`config.mk`:
```
export PLATFORM = sky130hd
export DESIGN_NAME = tpw_timer
export DESIGN_NICKNAME = d
export VERILOG_FILES = /design/src/inc/tpw_pkg.sv /design/src/core/tpw_prescale.sv /design/src/core/tpw_wave.sv /design/src/core/tpw_timer.sv
export VERILOG_INCLUDE_DIRS = /design/src /design/src/inc
export SDC_FILE = /design/constraint.sdc
export NUM_CORES = 1
export LEC_CHECK = 0
export ABC_AREA = 1
export BUFFER_PORTS_ARGS = -buffer_cell sky130_fd_sc_hd__buf_4
export CELL_PAD_IN_SITES_DETAIL_PLACEMENT = 1
export CELL_PAD_IN_SITES_GLOBAL_PLACEMENT = 2
export CORE_MARGIN = 1.5
export CORE_UTILIZATION = 34
export DETAILED_ROUTE_END_ITERATION = 16
export GPL_ROUTABILITY_DRIVEN = 0
export PLACE_DENSITY = 0.9
export SLEW_MARGIN = 15
export SYNTH_ARGS = -nofsm -noshare
export SYNTH_HDL_FRONTEND = slang
export SYNTH_SLANG_ARGS = --single-unit
```
`constraint.sdc`:
```
create_clock -name aclk -period 5.6 [get_ports aclk]
set_input_delay 0.28 -clock aclk [delete_from_list [all_inputs] [get_ports aclk]]
set_output_delay 0.28 -clock aclk [all_outputs]
set_load 0.02 [all_outputs]
```
`src/inc/tpw_regs.svh`:
```
// register offsets, field positions, reset values and timing counts of the pwm timer
`ifndef TPW_REGS_SVH
`define TPW_REGS_SVH
`define TPW_OFF_CTL_A 8'h00
`define TPW_OFF_CTL_B 8'h04
`define TPW_OFF_COUNT 8'h08
`define TPW_OFF_CMP_A 8'h0C
`define TPW_OFF_CMP_B 8'h10
`define TPW_OFF_FLAGS 8'h14
`define TPW_OFF_PINS 8'h18
`define TPW_WORD_MASK 8'hFC
`define TPW_CTL_A_RST 8'h00
`define TPW_CTL_B_RST 8'h00
`define TPW_CTL_A_WMASK 8'hF3
`define TPW_COM_A_POS 6
`define TPW_COM_B_POS 4
`define TPW_WGM_LO_POS 0
`define TPW_FORCE_A_POS 7
`define TPW_FORCE_B_POS 6
`define TPW_WGM_HI_POS 3
`define TPW_CS_POS 0
`define TPW_OVF_POS 0
`define TPW_OCF_A_POS 1
`define TPW_OCF_B_POS 2
`define TPW_DIR_POS 0
`define TPW_PORT_POS 2
`define TPW_BOTTOM 8'h00
`define TPW_MAX 8'hFF
`define TPW_DIV8_BITS 3
`define TPW_DIV64_BITS 6
`define TPW_DIV256_BITS 8
`define TPW_DIV1024_BITS 10
`define TPW_PC_PERIOD_TICKS 10'h1FE
`define TPW_RESP_OKAY 2'h0
`define TPW_RESP_SLVERR 2'h2
`endif

```
`src/inc/tpw_pkg.sv`:
```
// types of the pwm timer: mode encodings and state records
package tpw_pkg;
   typedef enum logic [2:0] {
      TPW_WGM_NORMAL = 3'h0,
      TPW_WGM_PC_FF = 3'h1,
      TPW_WGM_CTC = 3'h2,
      TPW_WGM_FAST_FF = 3'h3,
      TPW_WGM_PC_OCR = 3'h5,
      TPW_WGM_FAST_OCR = 3'h7
   } tpw_wgm_t;
   typedef enum logic [1:0] {
      TPW_COM_OFF = 2'h0,
      TPW_COM_TOGGLE = 2'h1,
      TPW_COM_CLEAR = 2'h2,
      TPW_COM_SET = 2'h3
   } tpw_com_t;
   typedef enum logic [2:0] {
      TPW_CLS_NONPWM = 3'h1,
      TPW_CLS_FAST = 3'h2,
      TPW_CLS_PC = 3'h4
   } tpw_cls_t;
   typedef struct packed {
      logic [7:0] ctl_a;
      logic wgm_hi;
      logic [2:0] clk_sel;
      logic [7:0] cnt;
      logic up;
      logic [7:0] cmp_a_buf;
      logic [7:0] cmp_b_buf;
      logic [7:0] cmp_a_act;
      logic [7:0] cmp_b_act;
      logic ovf;
      logic ocf_a;
      logic ocf_b;
      logic [1:0] sym_pend;
      logic wave_a;
      logic wave_b;
      logic [1:0] pin_dir;
      logic [1:0] port_val;
      logic pin_a_o;
      logic pin_a_oe;
      logic pin_b_o;
      logic pin_b_oe;
      logic [31:0] awaddr;
      logic [31:0] wdata;
      logic [3:0] wstrb;
      logic aw_hold;
      logic w_hold;
      logic awready;
      logic wready;
      logic bvalid;
      logic [1:0] bresp;
      logic arready;
      logic rvalid;
      logic [31:0] rdata;
      logic [1:0] rresp;
   } tpw_state_t;
   typedef struct packed {
      logic [9:0] div;
   } tpw_pre_state_t;
endpackage : tpw_pkg

```
`src/core/tpw_prescale.sv`:
```
// prescaler producing the timer tick as a clock enable
`timescale 1ns/100ps
`include "tpw_regs.svh"
module tpw_prescale #(
   parameter int DIV_W = 10
) (
   input wire logic aclk,
   input wire logic aresetn,
   input wire logic clk_en,
   input wire logic [2:0] clk_sel,
   output logic tick
);
   import tpw_pkg::*;
   tpw_pre_state_t q;
   tpw_pre_state_t d;

   generate
      if (DIV_W < `TPW_DIV1024_BITS || DIV_W > 10) begin : g_bad_width
         $error("tpw_prescale: DIV_W must be 10");
      end
   endgenerate

   // 1, 8, 64, 256, 1024; other selections leave the timer stopped
   always_comb begin
      d = q;
      d.div = q.div + 10'h001;
      case (clk_sel)
         3'h1: tick = 1'b1;
         3'h2: tick = &q.div[`TPW_DIV8_BITS-1:0];
         3'h3: tick = &q.div[`TPW_DIV64_BITS-1:0];
         3'h4: tick = &q.div[`TPW_DIV256_BITS-1:0];
         3'h5: tick = &q.div[`TPW_DIV1024_BITS-1:0];
         default: tick = 1'b0;
      endcase
   end

   always_ff @(posedge aclk) begin
      if (!aresetn) begin
         q <= '0;
      end else if (clk_en) begin
         q <= d;
      end
   end
endmodule : tpw_prescale

```
`src/core/tpw_wave.sv`:
```
// compare output decoder for one channel
`timescale 1ns/100ps
module tpw_wave #(
   parameter bit TOGGLE_OK = 1'b1
) (
   input wire tpw_pkg::tpw_cls_t cls,
   input wire tpw_pkg::tpw_com_t com,
   input wire logic wgm_hi,
   input wire logic match,
   input wire logic force_cmp,
   input wire logic top_step,
   input wire logic bot_step,
   input wire logic up,
   input wire logic cmp_is_top,
   input wire logic sym_fix,
   input wire logic wave_i,
   output logic wave_o
);
   import tpw_pkg::*;
   logic tog_en;
   logic hit;

   assign tog_en = TOGGLE_OK & wgm_hi;
   assign hit = match & ~(cmp_is_top & com[1]);

   always_comb begin
      wave_o = wave_i;
      case (cls)
         TPW_CLS_NONPWM: begin
            if (match || force_cmp) begin
               case (com)
                  TPW_COM_TOGGLE: wave_o = ~wave_i;
                  TPW_COM_CLEAR: wave_o = 1'b0;
                  TPW_COM_SET: wave_o = 1'b1;
                  default: wave_o = wave_i;
               endcase
            end
         end
         TPW_CLS_FAST: begin
            if (com == TPW_COM_TOGGLE) begin
               if (match && tog_en) begin
                  wave_o = ~wave_i;
               end
            end else if (com[1]) begin
               if (hit) begin
                  wave_o = (com == TPW_COM_SET);
               end
               if (top_step) begin
                  wave_o = (com == TPW_COM_CLEAR);
               end
            end
         end
         TPW_CLS_PC: begin
            if (com == TPW_COM_TOGGLE) begin
               if (match && tog_en) begin
                  wave_o = ~wave_i;
               end
            end else if (com[1]) begin
               if (hit) begin
                  wave_o = up ? (com == TPW_COM_SET) : (com == TPW_COM_CLEAR);
               end else if ((top_step && cmp_is_top) || (bot_step && sym_fix)) begin
                  // level a down-count match would leave, so the slope stays symmetric
                  wave_o = (com == TPW_COM_CLEAR);
               end
            end
         end
         default: wave_o = wave_i;
      endcase
   end
endmodule : tpw_wave

```
`src/core/tpw_timer.sv`:
```
// 8-bit phase correct pwm timer with axi4-lite register slave
`timescale 1ns/100ps
`include "tpw_regs.svh"
// Operation
// RULE_01 - waveform_mode 1 or 5 selects dual-slope phase correct pwm
// RULE_02 - top is 0xFF in mode 1, compare_value_a in mode 5
// RULE_03 - counter runs bottom to top, then top back to bottom, repeatedly
// RULE_04 - at top the direction reverses; top lasts exactly one tick
// RULE_05 - overflow_flag sets whenever the phase correct counter reaches bottom
// RULE_06 - out_mode_a 10: clear on up-count match, set on down-count match
// RULE_07 - out_mode_a 11: set on up-count match, clear on down-count match
// RULE_08 - out_mode_a 01 in pwm toggles only with waveform_mode_high; never channel B
// RULE_09 - nonzero out_mode overrides port; pin driven only when its direction is output; the code leaves pin A on the port for out_mode_a 01 in mode 1 or 3
// RULE_10 - compare at bottom gives constant low, at 0xFF constant high, inverted opposite
// RULE_11 - bottom transition without match after leaving MAX or a missed up match
// RULE_12 - with top 0xFF one phase correct period is 510 ticks
// RULE_13 - tick is the clock divided by 1, 8, 64, 256 or 1024
// RULE_14 - non-pwm out_mode 00,01,10,11: disconnect, toggle, clear, set on match
// RULE_15 - fast pwm 10 clears on match, sets at top; 11 the reverse
// RULE_16 - compare equal to top with out_mode high bit ignores match, still acts at top
// RULE_17 - control A: out_mode_a 7:6, out_mode_b 5:4, zero 3:2, mode 1:0, reset 0
// RULE_18 - fully synchronous; the tick enables counting and flag updates
// RULE_19 - channel B phase correct 10 and 11 act like channel A
// RULE_20 - waveform_mode_high lives in control B, joins control A low bits
// RULE_21 - in phase correct pwm compare writes take effect only at top
module tpw_timer #(
   parameter int ADDR_W = 8
) (
   input wire logic aclk,
   input wire logic aresetn,
   input wire logic clk_en,
   input wire logic [ADDR_W-1:0] s_axi_awaddr,
   input wire logic s_axi_awvalid,
   output logic s_axi_awready,
   input wire logic [31:0] s_axi_wdata,
   input wire logic [3:0] s_axi_wstrb,
   input wire logic s_axi_wvalid,
   output logic s_axi_wready,
   output logic [1:0] s_axi_bresp,
   output logic s_axi_bvalid,
   input wire logic s_axi_bready,
   input wire logic [ADDR_W-1:0] s_axi_araddr,
   input wire logic s_axi_arvalid,
   output logic s_axi_arready,
   output logic [31:0] s_axi_rdata,
   output logic [1:0] s_axi_rresp,
   output logic s_axi_rvalid,
   input wire logic s_axi_rready,
   output logic wave_pin_a_o,
   output logic wave_pin_a_oe,
   output logic wave_pin_b_o,
   output logic wave_pin_b_oe,
   output logic overflow_flag
);
   import tpw_pkg::*;
   tpw_state_t q;
   tpw_state_t d;
   logic [2:0] wgm;
   logic is_pc;
   logic is_fast;
   logic is_nonpwm;
   tpw_cls_t cls;
   logic [7:0] top;
   logic at_top;
   logic at_bot;
   logic eff_up;
   logic tick_raw;
   logic step;
   logic match_a;
   logic match_b;
   logic force_a;
   logic force_b;
   logic wave_a_n;
   logic wave_b_n;
   logic cmp_upd;
   logic set_ovf;
   logic wr_fire;
   logic wr_lane;
   logic [7:0] wr_off;
   logic wr_hit;
   logic [7:0] rd_off;
   logic rd_hit;
   logic [7:0] wbyte;
   logic pin_a_tog_off;

   generate
      if (ADDR_W < 8 || ADDR_W > 32) begin : g_bad_addr
         $error("tpw_timer: ADDR_W must lie in 8..32");
      end
   endgenerate

   assign wgm = {q.wgm_hi, q.ctl_a[`TPW_WGM_LO_POS +: 2]}; // RULE_20
   assign is_pc = (wgm == TPW_WGM_PC_FF) || (wgm == TPW_WGM_PC_OCR); // RULE_01
   assign is_fast = (wgm == TPW_WGM_FAST_FF) || (wgm == TPW_WGM_FAST_OCR);
   assign is_nonpwm = ~is_pc & ~is_fast;
   assign cls = is_pc ? TPW_CLS_PC : (is_fast ? TPW_CLS_FAST : TPW_CLS_NONPWM);
   // top taken from the applied compare A, not from the software copy
   assign top = (wgm == TPW_WGM_PC_OCR || wgm == TPW_WGM_FAST_OCR || wgm == TPW_WGM_CTC) ?
                q.cmp_a_act : `TPW_MAX; // RULE_02
   assign at_top = q.cnt == top;
   assign at_bot = q.cnt == `TPW_BOTTOM;
   assign eff_up = at_bot | q.up;
   assign step = clk_en & tick_raw; // RULE_18
   assign match_a = step & (q.cnt == q.cmp_a_act);
   assign match_b = step & (q.cnt == q.cmp_b_act);
   assign cmp_upd = is_nonpwm | (step & at_top); // RULE_21
   assign set_ovf = step & (is_pc ? (~q.up & (q.cnt == 8'h01)) : (is_fast ? at_top : (q.cnt == `TPW_MAX))); // RULE_05

   assign wr_fire = q.aw_hold & q.w_hold & ~q.bvalid;
   assign wr_lane = q.wstrb[0];
   assign wr_off = q.awaddr[7:0] & `TPW_WORD_MASK;
   assign wr_hit = (q.awaddr >> 8) == 32'h0000_0000;
   assign wbyte = q.wdata[7:0];
   assign rd_off = s_axi_araddr[7:0] & `TPW_WORD_MASK;
   assign rd_hit = (s_axi_araddr >> 8) == '0;
   // force strobes act only in non-pwm modes and raise no flag
   assign force_a = wr_fire & wr_hit & wr_lane & (wr_off == `TPW_OFF_CTL_B) & wbyte[`TPW_FORCE_A_POS] & is_nonpwm;
   assign force_b = wr_fire & wr_hit & wr_lane & (wr_off == `TPW_OFF_CTL_B) & wbyte[`TPW_FORCE_B_POS] & is_nonpwm;

   tpw_prescale #(
      .DIV_W(10)
   ) u_prescale (
      .aclk(aclk),
      .aresetn(aresetn),
      .clk_en(clk_en),
      .clk_sel(q.clk_sel),
      .tick(tick_raw)
   ); // RULE_13

   tpw_wave #(
      .TOGGLE_OK(1'b1)
   ) u_wave_a (
      .cls(cls),
      .com(tpw_com_t'(q.ctl_a[`TPW_COM_A_POS +: 2])),
      .wgm_hi(q.wgm_hi),
      .match(match_a),
      .force_cmp(force_a),
      .top_step(step & at_top),
      .bot_step(step & at_bot),
      .up(eff_up),
      .cmp_is_top(q.cmp_a_act == top),
      .sym_fix(q.sym_pend[0]),
      .wave_i(q.wave_a),
      .wave_o(wave_a_n)
   ); // RULE_06 RULE_07 RULE_08 RULE_10 RULE_11 RULE_14 RULE_15 RULE_16

   // channel B has no toggle option in pwm modes
   tpw_wave #(
      .TOGGLE_OK(1'b0)
   ) u_wave_b (
      .cls(cls),
      .com(tpw_com_t'(q.ctl_a[`TPW_COM_B_POS +: 2])),
      .wgm_hi(q.wgm_hi),
      .match(match_b),
      .force_cmp(force_b),
      .top_step(step & at_top),
      .bot_step(step & at_bot),
      .up(eff_up),
      .cmp_is_top(q.cmp_b_act == top),
      .sym_fix(q.sym_pend[1]),
      .wave_i(q.wave_b),
      .wave_o(wave_b_n)
   ); // RULE_19 RULE_08

   always_comb begin
      d = q;
      // counting, only on ticks
      if (step) begin
         if (is_pc) begin
            if (q.up && q.cnt >= top) begin
               d.up = 1'b0; // RULE_04
               d.cnt = at_bot ? q.cnt : q.cnt - 8'h01;
            end else if (!q.up && at_bot) begin
               d.up = 1'b1; // RULE_03
               d.cnt = q.cnt + 8'h01;
            end else begin
               d.cnt = q.up ? q.cnt + 8'h01 : q.cnt - 8'h01; // RULE_03
            end
         end else if (is_fast || wgm == TPW_WGM_CTC) begin
            d.up = 1'b1;
            d.cnt = at_top ? `TPW_BOTTOM : q.cnt + 8'h01;
         end else begin
            d.up = 1'b1;
            d.cnt = q.cnt + 8'h01;
         end
         if (at_bot) begin
            d.sym_pend = 2'b00;
         end
      end
      d.wave_a = wave_a_n;
      d.wave_b = wave_b_n;
      if (cmp_upd) begin
         d.cmp_a_act = q.cmp_a_buf; // RULE_21
         d.cmp_b_act = q.cmp_b_buf;
         if (is_pc && q.cmp_a_act == `TPW_MAX && q.cmp_a_buf != `TPW_MAX) begin
            d.sym_pend[0] = 1'b1; // RULE_11
         end
         if (is_pc && q.cmp_b_act == `TPW_MAX && q.cmp_b_buf != `TPW_MAX) begin
            d.sym_pend[1] = 1'b1;
         end
      end

      // write channel
      if (q.awready && s_axi_awvalid) begin
         d.aw_hold = 1'b1;
         d.awaddr = 32'(s_axi_awaddr);
      end
      if (q.wready && s_axi_wvalid) begin
         d.w_hold = 1'b1;
         d.wdata = s_axi_wdata;
         d.wstrb = s_axi_wstrb;
      end
      if (wr_fire) begin
         d.aw_hold = 1'b0;
         d.w_hold = 1'b0;
         d.bvalid = 1'b1;
         d.bresp = `TPW_RESP_OKAY;
         if (!wr_hit || wr_off > `TPW_OFF_PINS) begin
            d.bresp = `TPW_RESP_SLVERR;
         end else if (wr_lane) begin
            case (wr_off)
               `TPW_OFF_CTL_A: d.ctl_a = wbyte & `TPW_CTL_A_WMASK; // RULE_17
               `TPW_OFF_CTL_B: begin
                  d.wgm_hi = wbyte[`TPW_WGM_HI_POS]; // RULE_20
                  d.clk_sel = wbyte[`TPW_CS_POS +: 3];
               end
               `TPW_OFF_COUNT: begin
                  // software count overrides the tick this cycle
                  d.cnt = wbyte;
                  d.sym_pend[0] = d.sym_pend[0] | (is_pc & (wbyte > q.cmp_a_act)); // RULE_11
                  d.sym_pend[1] = d.sym_pend[1] | (is_pc & (wbyte > q.cmp_b_act));
               end
               `TPW_OFF_CMP_A: d.cmp_a_buf = wbyte;
               `TPW_OFF_CMP_B: d.cmp_b_buf = wbyte;
               `TPW_OFF_FLAGS: begin
                  d.ovf = q.ovf & ~wbyte[`TPW_OVF_POS];
                  d.ocf_a = q.ocf_a & ~wbyte[`TPW_OCF_A_POS];
                  d.ocf_b = q.ocf_b & ~wbyte[`TPW_OCF_B_POS];
               end
               `TPW_OFF_PINS: begin
                  d.pin_dir = wbyte[`TPW_DIR_POS +: 2];
                  d.port_val = wbyte[`TPW_PORT_POS +: 2];
               end
               default: d.bresp = `TPW_RESP_SLVERR;
            endcase
         end
      end
      if (q.bvalid && s_axi_bready) begin
         d.bvalid = 1'b0;
      end
      // set after the clear, so an event in the clearing cycle survives
      d.ovf = d.ovf | set_ovf; // RULE_05
      d.ocf_a = d.ocf_a | match_a;
      d.ocf_b = d.ocf_b | match_b;
      d.awready = ~d.aw_hold & ~d.bvalid;
      d.wready = ~d.w_hold & ~d.bvalid;

      // read channel
      if (q.arready && s_axi_arvalid) begin
         d.rvalid = 1'b1;
         d.rresp = `TPW_RESP_OKAY;
         d.rdata = 32'h0000_0000;
         case (rd_off)
            `TPW_OFF_CTL_A: d.rdata[7:0] = q.ctl_a; // RULE_17
            `TPW_OFF_CTL_B: d.rdata[7:0] = {4'h0, q.wgm_hi, q.clk_sel};
            `TPW_OFF_COUNT: d.rdata[7:0] = q.cnt;
            `TPW_OFF_CMP_A: d.rdata[7:0] = q.cmp_a_buf;
            `TPW_OFF_CMP_B: d.rdata[7:0] = q.cmp_b_buf;
            `TPW_OFF_FLAGS: d.rdata[2:0] = {q.ocf_b, q.ocf_a, q.ovf};
            `TPW_OFF_PINS: d.rdata[3:0] = {q.port_val, q.pin_dir};
            default: d.rresp = `TPW_RESP_SLVERR;
         endcase
         if (!rd_hit) begin
            d.rresp = `TPW_RESP_SLVERR;
         end
      end
      if (q.rvalid && s_axi_rready) begin
         d.rvalid = 1'b0;
      end
      d.arready = ~d.rvalid;

      // pin override and driver enable
      pin_a_tog_off = (d.ctl_a[`TPW_COM_A_POS +: 2] == TPW_COM_TOGGLE) & d.ctl_a[`TPW_WGM_LO_POS] & ~d.wgm_hi; // RULE_08
      d.pin_a_o = (d.ctl_a[`TPW_COM_A_POS +: 2] != TPW_COM_OFF && !pin_a_tog_off) ? d.wave_a : d.port_val[0]; // RULE_09
      d.pin_b_o = (d.ctl_a[`TPW_COM_B_POS +: 2] != TPW_COM_OFF) ? d.wave_b : d.port_val[1];
      d.pin_a_oe = d.pin_dir[0]; // RULE_09
      d.pin_b_oe = d.pin_dir[1];
   end

   always_ff @(posedge aclk) begin
      if (!aresetn) begin
         q <= '0;
      end else if (clk_en) begin
         q <= d;
      end
   end

   assign s_axi_awready = q.awready;
   assign s_axi_wready = q.wready;
   assign s_axi_bvalid = q.bvalid;
   assign s_axi_bresp = q.bresp;
   assign s_axi_arready = q.arready;
   assign s_axi_rvalid = q.rvalid;
   assign s_axi_rdata = q.rdata;
   assign s_axi_rresp = q.rresp;
   assign wave_pin_a_o = q.pin_a_o;
   assign wave_pin_a_oe = q.pin_a_oe;
   assign wave_pin_b_o = q.pin_b_o;
   assign wave_pin_b_oe = q.pin_b_oe;
   assign overflow_flag = q.ovf;

   // ticks between bottoms, for the period check only
   logic [9:0] per_cnt;
   logic per_ok;
   always_ff @(posedge aclk) begin
      if (!aresetn || !(wgm == TPW_WGM_PC_FF) || wr_fire) begin
         per_cnt <= 10'h000;
         per_ok <= 1'b0;
      end else if (step) begin
         per_cnt <= set_ovf ? 10'h000 : per_cnt + 10'h001;
         per_ok <= per_ok | set_ovf;
      end
   end

   a_top_reverse: assert property (@(posedge aclk) disable iff (!aresetn)
      step && is_pc && q.up && at_top && !at_bot && !wr_fire |=> !q.up && q.cnt == $past(q.cnt) - 8'h01)
      else $error("counter did not turn at top"); // RULE_04
   a_pc_top_ff: assert property (@(posedge aclk) disable iff (!aresetn)
      step && wgm == TPW_WGM_PC_FF && q.up && q.cnt == 8'hFE && !wr_fire |=> q.cnt == 8'hFF)
      else $error("mode 1 top is not 0xFF"); // RULE_02
   a_ovf_bottom: assert property (@(posedge aclk) disable iff (!aresetn)
      step && is_pc && !q.up && q.cnt == 8'h01 |=> q.ovf && q.cnt == 8'h00)
      else $error("overflow not set at bottom"); // RULE_05
   a_clear_up: assert property (@(posedge aclk) disable iff (!aresetn)
      match_a && is_pc && eff_up && q.ctl_a[7:6] == 2'h2 && q.cmp_a_act != top |=> !q.wave_a)
      else $error("up-count match did not clear"); // RULE_06
   a_set_up: assert property (@(posedge aclk) disable iff (!aresetn)
      match_a && is_pc && eff_up && q.ctl_a[7:6] == 2'h3 && q.cmp_a_act != top |=> q.wave_a)
      else $error("inverted up-count match did not set"); // RULE_07
   a_toggle_gate: assert property (@(posedge aclk) disable iff (!aresetn)
      match_a && !is_nonpwm && q.ctl_a[7:6] == 2'h1 |=> q.wave_a == ($past(q.wave_a) ^ $past(q.wgm_hi)))
      else $error("pwm toggle not gated by mode high bit"); // RULE_08
   a_pin_follow: assert property (@(posedge aclk) disable iff (!aresetn)
      q.ctl_a[7:6] != 2'h0 && !(q.ctl_a[7:6] == 2'h1 && q.ctl_a[0] && !q.wgm_hi) |-> wave_pin_a_o == q.wave_a)
      else $error("pin does not follow waveform"); // RULE_09
   a_nonpwm_tog: assert property (@(posedge aclk) disable iff (!aresetn)
      match_a && is_nonpwm && q.ctl_a[7:6] == 2'h1 |=> q.wave_a != $past(q.wave_a))
      else $error("non-pwm toggle missed"); // RULE_14
   a_pc_period: assert property (@(posedge aclk) disable iff (!aresetn)
      set_ovf && per_ok && wgm == TPW_WGM_PC_FF |-> per_cnt == `TPW_PC_PERIOD_TICKS - 10'h001)
      else $error("phase correct period is not 510 ticks"); // RULE_12
   a_freeze: assert property (@(posedge aclk) disable iff (!aresetn)
      !clk_en |=> q.cnt == $past(q.cnt) && q.up == $past(q.up))
      else $error("state moved while enable low"); // RULE_18
   a_cmp_at_top: assert property (@(posedge aclk) disable iff (!aresetn)
      is_pc && $past(is_pc) && q.cmp_b_act != $past(q.cmp_b_act) |-> $past(step && at_top))
      else $error("compare applied away from top"); // RULE_21
endmodule : tpw_timer

```
Word level (Yosys, flattened, before mapping)
Cells that the tools add are included.
Operators by class
  magnitude comparators: 4
  $add $sub $neg: 3
  reduce and logical (&&, ||, !) cells: 49
  bitwise logic cells: 53
  eq/ne operators: 44
  mux-type cells: 76
Operator list (count)
  two-way mux 20 bit: 3
  two-way mux 8 bit: 7
  equality test 8 bit: 5
  equality test 6 x 3 -> 1 bit (second input constant): 6
  two-way mux 9 bit: 4
  two-way mux 35 bit: 1
  two-way mux 1 bit: 32
  bitwise AND 1 bit: 29
  equality test 6 x 2 -> 1 bit (second input constant): 4
  equality test 8 bit (second input constant): 3
  logical NOT 8 bit: 3
  one-hot mux 3 bit (7 select lines): 1
  two-way mux 2 bit: 10
  two-way mux 4 bit: 5
  AND reduction 5 bit: 4
  logical AND 1 bit: 17
  inverter 1 bit: 17
  > comparator 8 bit: 2
  inequality test 8 bit (second input constant): 2
  one-hot mux 4 bit (4 select lines): 1
  equality test 3 x 2 -> 1 bit (second input constant): 5
  equality test 3 bit (second input constant): 5
  two-way mux 5 bit: 3
  OR reduction 7 bit: 2
  other kinds (23): 58
Word-level totals
  output and inout port bits: 46
  register bits: 112
  bits of input ports: 60
  logic and storage cells: 265

Longest topological paths before layout
  depth in word-level cells: 19
  depth in mapped cells: 24
  depth with buffers taken out: 24

Modules after synthesis
From an unflattened synthesis, not the netlist that was laid out.
Unflattened totals
  cells, all modules: 1059
  area, all modules: 7009.2 µm²
Modules (own cells, without submodules)
  tpw_timer: cells an instance 873, seq. area each 1921.8 µm², area each 6003.3 µm², instances 1
  tpw_prescale: cells an instance 89, seq. area each 200.2 µm², area each 573.0 µm², instances 1
  tpw_wave at u_wave_a: cells an instance 54, seq. area each 0.0 µm², area each 239.0 µm², instances 1
  tpw_wave at u_wave_b: cells an instance 43, seq. area each 0.0 µm², area each 193.9 µm², instances 1

Worst setup path after synthesis
OpenSTA, ideal clock, no wires.
  path kind: reg-to-reg
  from: register q[171] (netlist bit)
  to: register q[160] (netlist bit)
  stages on the path, launching flop included: 19
  clock period less this slack: 2.366 ns
  path buffers: 2
  path slack: 3.234 ns
  data arrival time: 2.234 ns
  setup time: 0.132 ns
  required time: 5.468 ns
  cell sequence: dfxtp_1 buf_6 nand2_2 buf_4 nand3_2 inv_1 ha_1 nand4_1 nor2_1 inv_1 nand2_1 nand3_1 inv_1 a21oi_1 inv_1 o21ai_0 a21oi_1 o21bai_1 a21oi_1
Between the ends
  word-level cells in the longest chain between the ends: 13
  elaborated cells on any way between the ends: 23
  those cells by class: order compare (1); eq/ne (6); mux (10); reduce/logical (6)
RTL lines
  start: declaration: RTL line tpw_timer.sv:56  | tpw_state_t q;
  start signal: assignment: RTL line tpw_timer.sv:292  | q <= '0;
  start signal: assignment: RTL line tpw_timer.sv:294  | q <= d;
  equality test 3 bit, on equally long branches: RTL line tpw_timer.sv:93, tpw_timer.sv:98, tpw_timer.sv:94
  logical OR 1 bit (2 in a row): RTL line tpw_timer.sv:98  | assign top = (wgm == TPW_WGM_PC_OCR || wgm == TPW_WGM_FAST_OCR || wgm == TPW_WGM_CTC) ?
  two-way mux 8 bit (no source line)
  greater-or-equal comparator 8 bit or equality test 8 bit (tied branches): RTL line tpw_timer.sv:170, tpw_timer.sv:100
  logical AND 1 bit or two-way mux 8 bit (tied branches): RTL line tpw_timer.sv:170, tpw_timer.sv:181
  two-way mux 9 bit, on equally long branches: RTL line tpw_timer.sv:170, tpw_timer.sv:179
  two-way mux 9 bit (*): RTL line tpw_timer.sv:169  | if (is_pc) begin
  two-way mux 9 bit (*): RTL line tpw_timer.sv:168  | if (step) begin
  two-way mux 8 bit: RTL line tpw_timer.sv:221  | case (wr_off)
  two-way mux 20 bit: RTL line tpw_timer.sv:220  | end else if (wr_lane) begin
  two-way mux 20 bit: RTL line tpw_timer.sv:218  | if (!wr_hit || wr_off > `TPW_OFF_PINS) begin
  two-way mux 20 bit (*): RTL line tpw_timer.sv:213  | if (wr_fire) begin
Mark *: on every way between the ends. The rest lies on a longest branch, timed or not.
A chain may end at the register's enable or synchronous reset.

Worst setup path after layout
  from: register q[171] (netlist bit)
  to: register q[127] (netlist bit)
Between the ends
  word-level cells in the longest chain between the ends: 8
  elaborated cells on any way between the ends: 17
  those cells by class: eq/ne (6); mux (1); bitwise (5); reduce/logical (5)
RTL lines
  equality test 3 bit, on equally long branches: RTL line tpw_timer.sv:93, tpw_timer.sv:98, tpw_timer.sv:94
  logical OR 1 bit (2 in a row): RTL line tpw_timer.sv:98
  two-way mux 8 bit (no source line)
  equality test 8 bit: RTL line tpw_timer.sv:100  | assign at_top = q.cnt == top;
  bitwise AND 1 bit: RTL line tpw_timer.sv:106  | assign cmp_upd = is_nonpwm | (step & at_top);
  OR 1 bit (*): RTL line tpw_timer.sv:106
  AND reduction 2 bit (no source line) (*)
Marked as above.

==> impl_metrics.tcl <==
set metrics [dict create \
    finalPower_w 0.00177 \
    vias 6598 \
    grt-busiest-layer "met2" \
    ir_worst_vdd_mv 0.138 \
    grt_use_met1_pct 30.4 \
    finalInstanceArea_um2 7460 \
    use_met2_pct 38.6 \
    setup_violations 0 \
    hold_buffers 0 \
    antenna_found_initial 0 \
    critical_path_class "flip-flop to flip-flop" \
    grt_pass1_wl_mm 36.1 \
    diodes 0 \
    drt_wl_total_mm 23.0 \
    nets 1085 \
    worstMarginPinSlew_ns 1.01 \
    avgSynthCellArea_um2 6.94 \
    fp.dieW_um 144 \
    fin_crit_sh_pct 62.4 \
    worst_setup_path_start_kind "flip-flop" \
    instances_no_fill 1266 \
    crit_arrival_ns 3.75 \
    slowest_delay_ns 0.57 \
    clkTransAtPathRegs_ns 0.08 \
    htree_levels 3 \
    layout_min_cycle_time_ns 3.50 \
    yosys.area.top_type "dfxtp_1" \
    drtPass1Iterations 4 \
    overflow 0 \
    setup_tns_ns 0 \
    synth-edff-count 0 \
    io_pins 106 \
    clock-sinks 106 \
    outcome "finished clean" \
    fmax_mhz 286 \
    leakage_nw 3.10 \
    worstPathCellList "nand2_2 -> nand3_1 -> inv_1 -> ha_1 -> nand4_1 -> nor2_1 -> inv_1 -> nor2_4 -> inv_2 -> nand2_1 -> inv_2 -> nor2_4 -> inv_1 -> o21ai_0 -> a21oi_1" \
    synth_cells 979 \
    synth_ff_type "dfxtp_1" \
    clk_latency_ns 0.36 \
    drcViolationCount 0 \
    ys_seq_area_share_pct 31.2 \
    synthTopCellsByCount "nand2_1, a21oi_1, inv_1" \
    critPathTopFamily "simple AND/OR/NAND/NOR gates" \
    crit_required_ns 5.85 \
    detail-route-antenna-nets 0 \
    clock_skew_ns 0.00964 \
    crit_top_cell "inv_1" \
    crit_path_max_fanout 25 \
    grt_pass1_vias 6523 \
    finalMaxSlewViolations 0 \
    ys_top_cells_by_area "dfxtp_1, a21oi_1, nand2_1, o21ai_0, inv_1" \
    slowest_stage "dfxtp_1" \
    cp-end-kind "flip-flop" \
    postCtsSetupBuffers 0 \
    hold_viol 0 \
    rows 51 \
    cts-root-buf "clkbuf_16" \
    placed_cell_area_um2 7140 \
    dp_hpwl_mm 17.5 \
    async_flop_share_pct 0 \
    synth-seq-cells 106 \
    wl_per_cell_um 18.2 \
    die_h_um 144 \
    synth_most_common_cell "nand2_1" \
    port_buffers 48 \
    path_buf_inv 5 \
    start_util_pct 34.8 \
    hold_path.class "input pin to flip-flop" \
    drive_above_1_share_pct 11.9 \
    synthDistinctLibCells 57 \
    synth_area_um2 6800 \
    yosys_warnings 0 \
    vias_per_cell 5.21 \
    cts_tree "built" \
    p_per_area_nw_per_um2 238 \
    core_um2 19500 \
    relSlewSlack_pct 32.3 \
    track_usage_pct 23.2 \
    numCtsBuffers 9 \
    dp.cells 1250 \
    grt_start_max_net_pins 71 \
    clock_path_buffers 2 \
    synth_top_area_share_pct 31.2 \
    cts_resized 0 \
    syn2layout_area_growth_pct 9.72 \
    first_iter_violations 379 \
    use_met3_pct 3.44 \
    dieArea_um2 20800 \
    rsz0062_at_grt "false" \
    cap_violations 0 \
]
-- routing by layer --
metal / vias up / share of wire, %
met3: 35 / 5.2
met4: 0 / 2.6
met2: 164 / 46
met5: - / 0
met1: 3116 / 46
li1: 3283 / -
-- report_power, final --
group	leakage, nW	internal (W)	switching [W]
registers	0.864	0.000780	0.0000383
clock network	0.151	0.000365	0.000311
logic	2.09	0.0000916	0.000187
-- final cells by class --
cell class | instances | area (um2)
Fill cell | 2560 | 12100
Multi-Input combinational cell | 698 | 3810
Sequential cell | 106 | 2120
Inverter | 131 | 503
Timing Repair Buffer | 50 | 375
Tap cell | 265 | 332
Clock buffer | 10 | 239
Clock inverter | 6 | 75.1
-- state kept, by name, indices dropped and copies added (netlist names) --
signal	cells
overflow_flag	1
s_axi_arready	1
wave_pin_a_o	1
u_prescale.q	10
s_axi_bvalid	1
q	78
s_axi_awready	1
s_axi_rdata	8
s_axi_wready	1
s_axi_rvalid	1
wave_pin_b_o	1
s_axi_bresp	1
s_axi_rresp	1
-- worst reg2reg max path, stage by stage (launching register included) --
cell,delay [ns]
dfxtp_1,0.57
nand2_2,0.31
nand3_1,0.22
inv_1,0.07
ha_1,0.29
nand4_1,0.16
nor2_1,0.26
inv_1,0.15
nor2_4,0.20
inv_2,0.08
nand2_1,0.11
inv_2,0.06
nor2_4,0.42
inv_1,0.23
o21ai_0,0.20
a21oi_1,0.06
-- layout by cell type (no fill, tap or decap), drive strengths merged, types with 6 or more instances in the layout --
cell    instances
clkbuf         10
ha             29
inv           128
o211ai         11
nand3          56
conb           26
dfxtp         106
xor2            8
a21oi         116
nor3           15
xnor2           9
clkinv          7
nand4          23
o22ai           6
nor2           83
a211oi         14
o21ai         104
buf            50
nand2         162
-- kinds of logic (layout without fill, tap and decap cells) --
kind of cell               after synthesis  count (layout)  synth area share [%]
AOI/OAI and AO/OA                      276             276                  22.8
xor gates and xnor gates                17              17                  2.19
adders and majority gates               29              29                  5.34
buffers and inverters                  200             197                  14.1
DFF                                    106             106                  31.2
other                                    1              26                0.0552
and+or+nand+nor                        350             350                  24.3
-- per-stage QoR --
| stage | utilization, % | setup slack (ns) | hold WS (ns) |
|---|---|---|---|
| finish | 38.2 | 2.10 | 0.198 |
| floorplan | - | 3.23 | 0.429 |
| global route | 38.2 | 1.71 | 0.213 |
| detailed placement | 36.6 | 2.14 | 0.447 |
| CTS | 38.2 | 2.12 | 0.192 |
| global placement | 36.6 | 2.15 | 0.443 |
-- path summary, 6_finish.rpt --
| check | from | to | slack [ns] | cells past startpoint |
|---|---|---|---|---|
| max | q[171] | q[127] | 2.10 | 15 |
| max reg2reg | q[171] | q[127] | 2.10 | 15 |
| min reg2reg | q[86] | q[86] | 0.45 | 2 |
| min | s_axi_awaddr[2] | q[81] | 0.20 | 3 |
No activity file was read; power rests on OpenSTA's default activity.
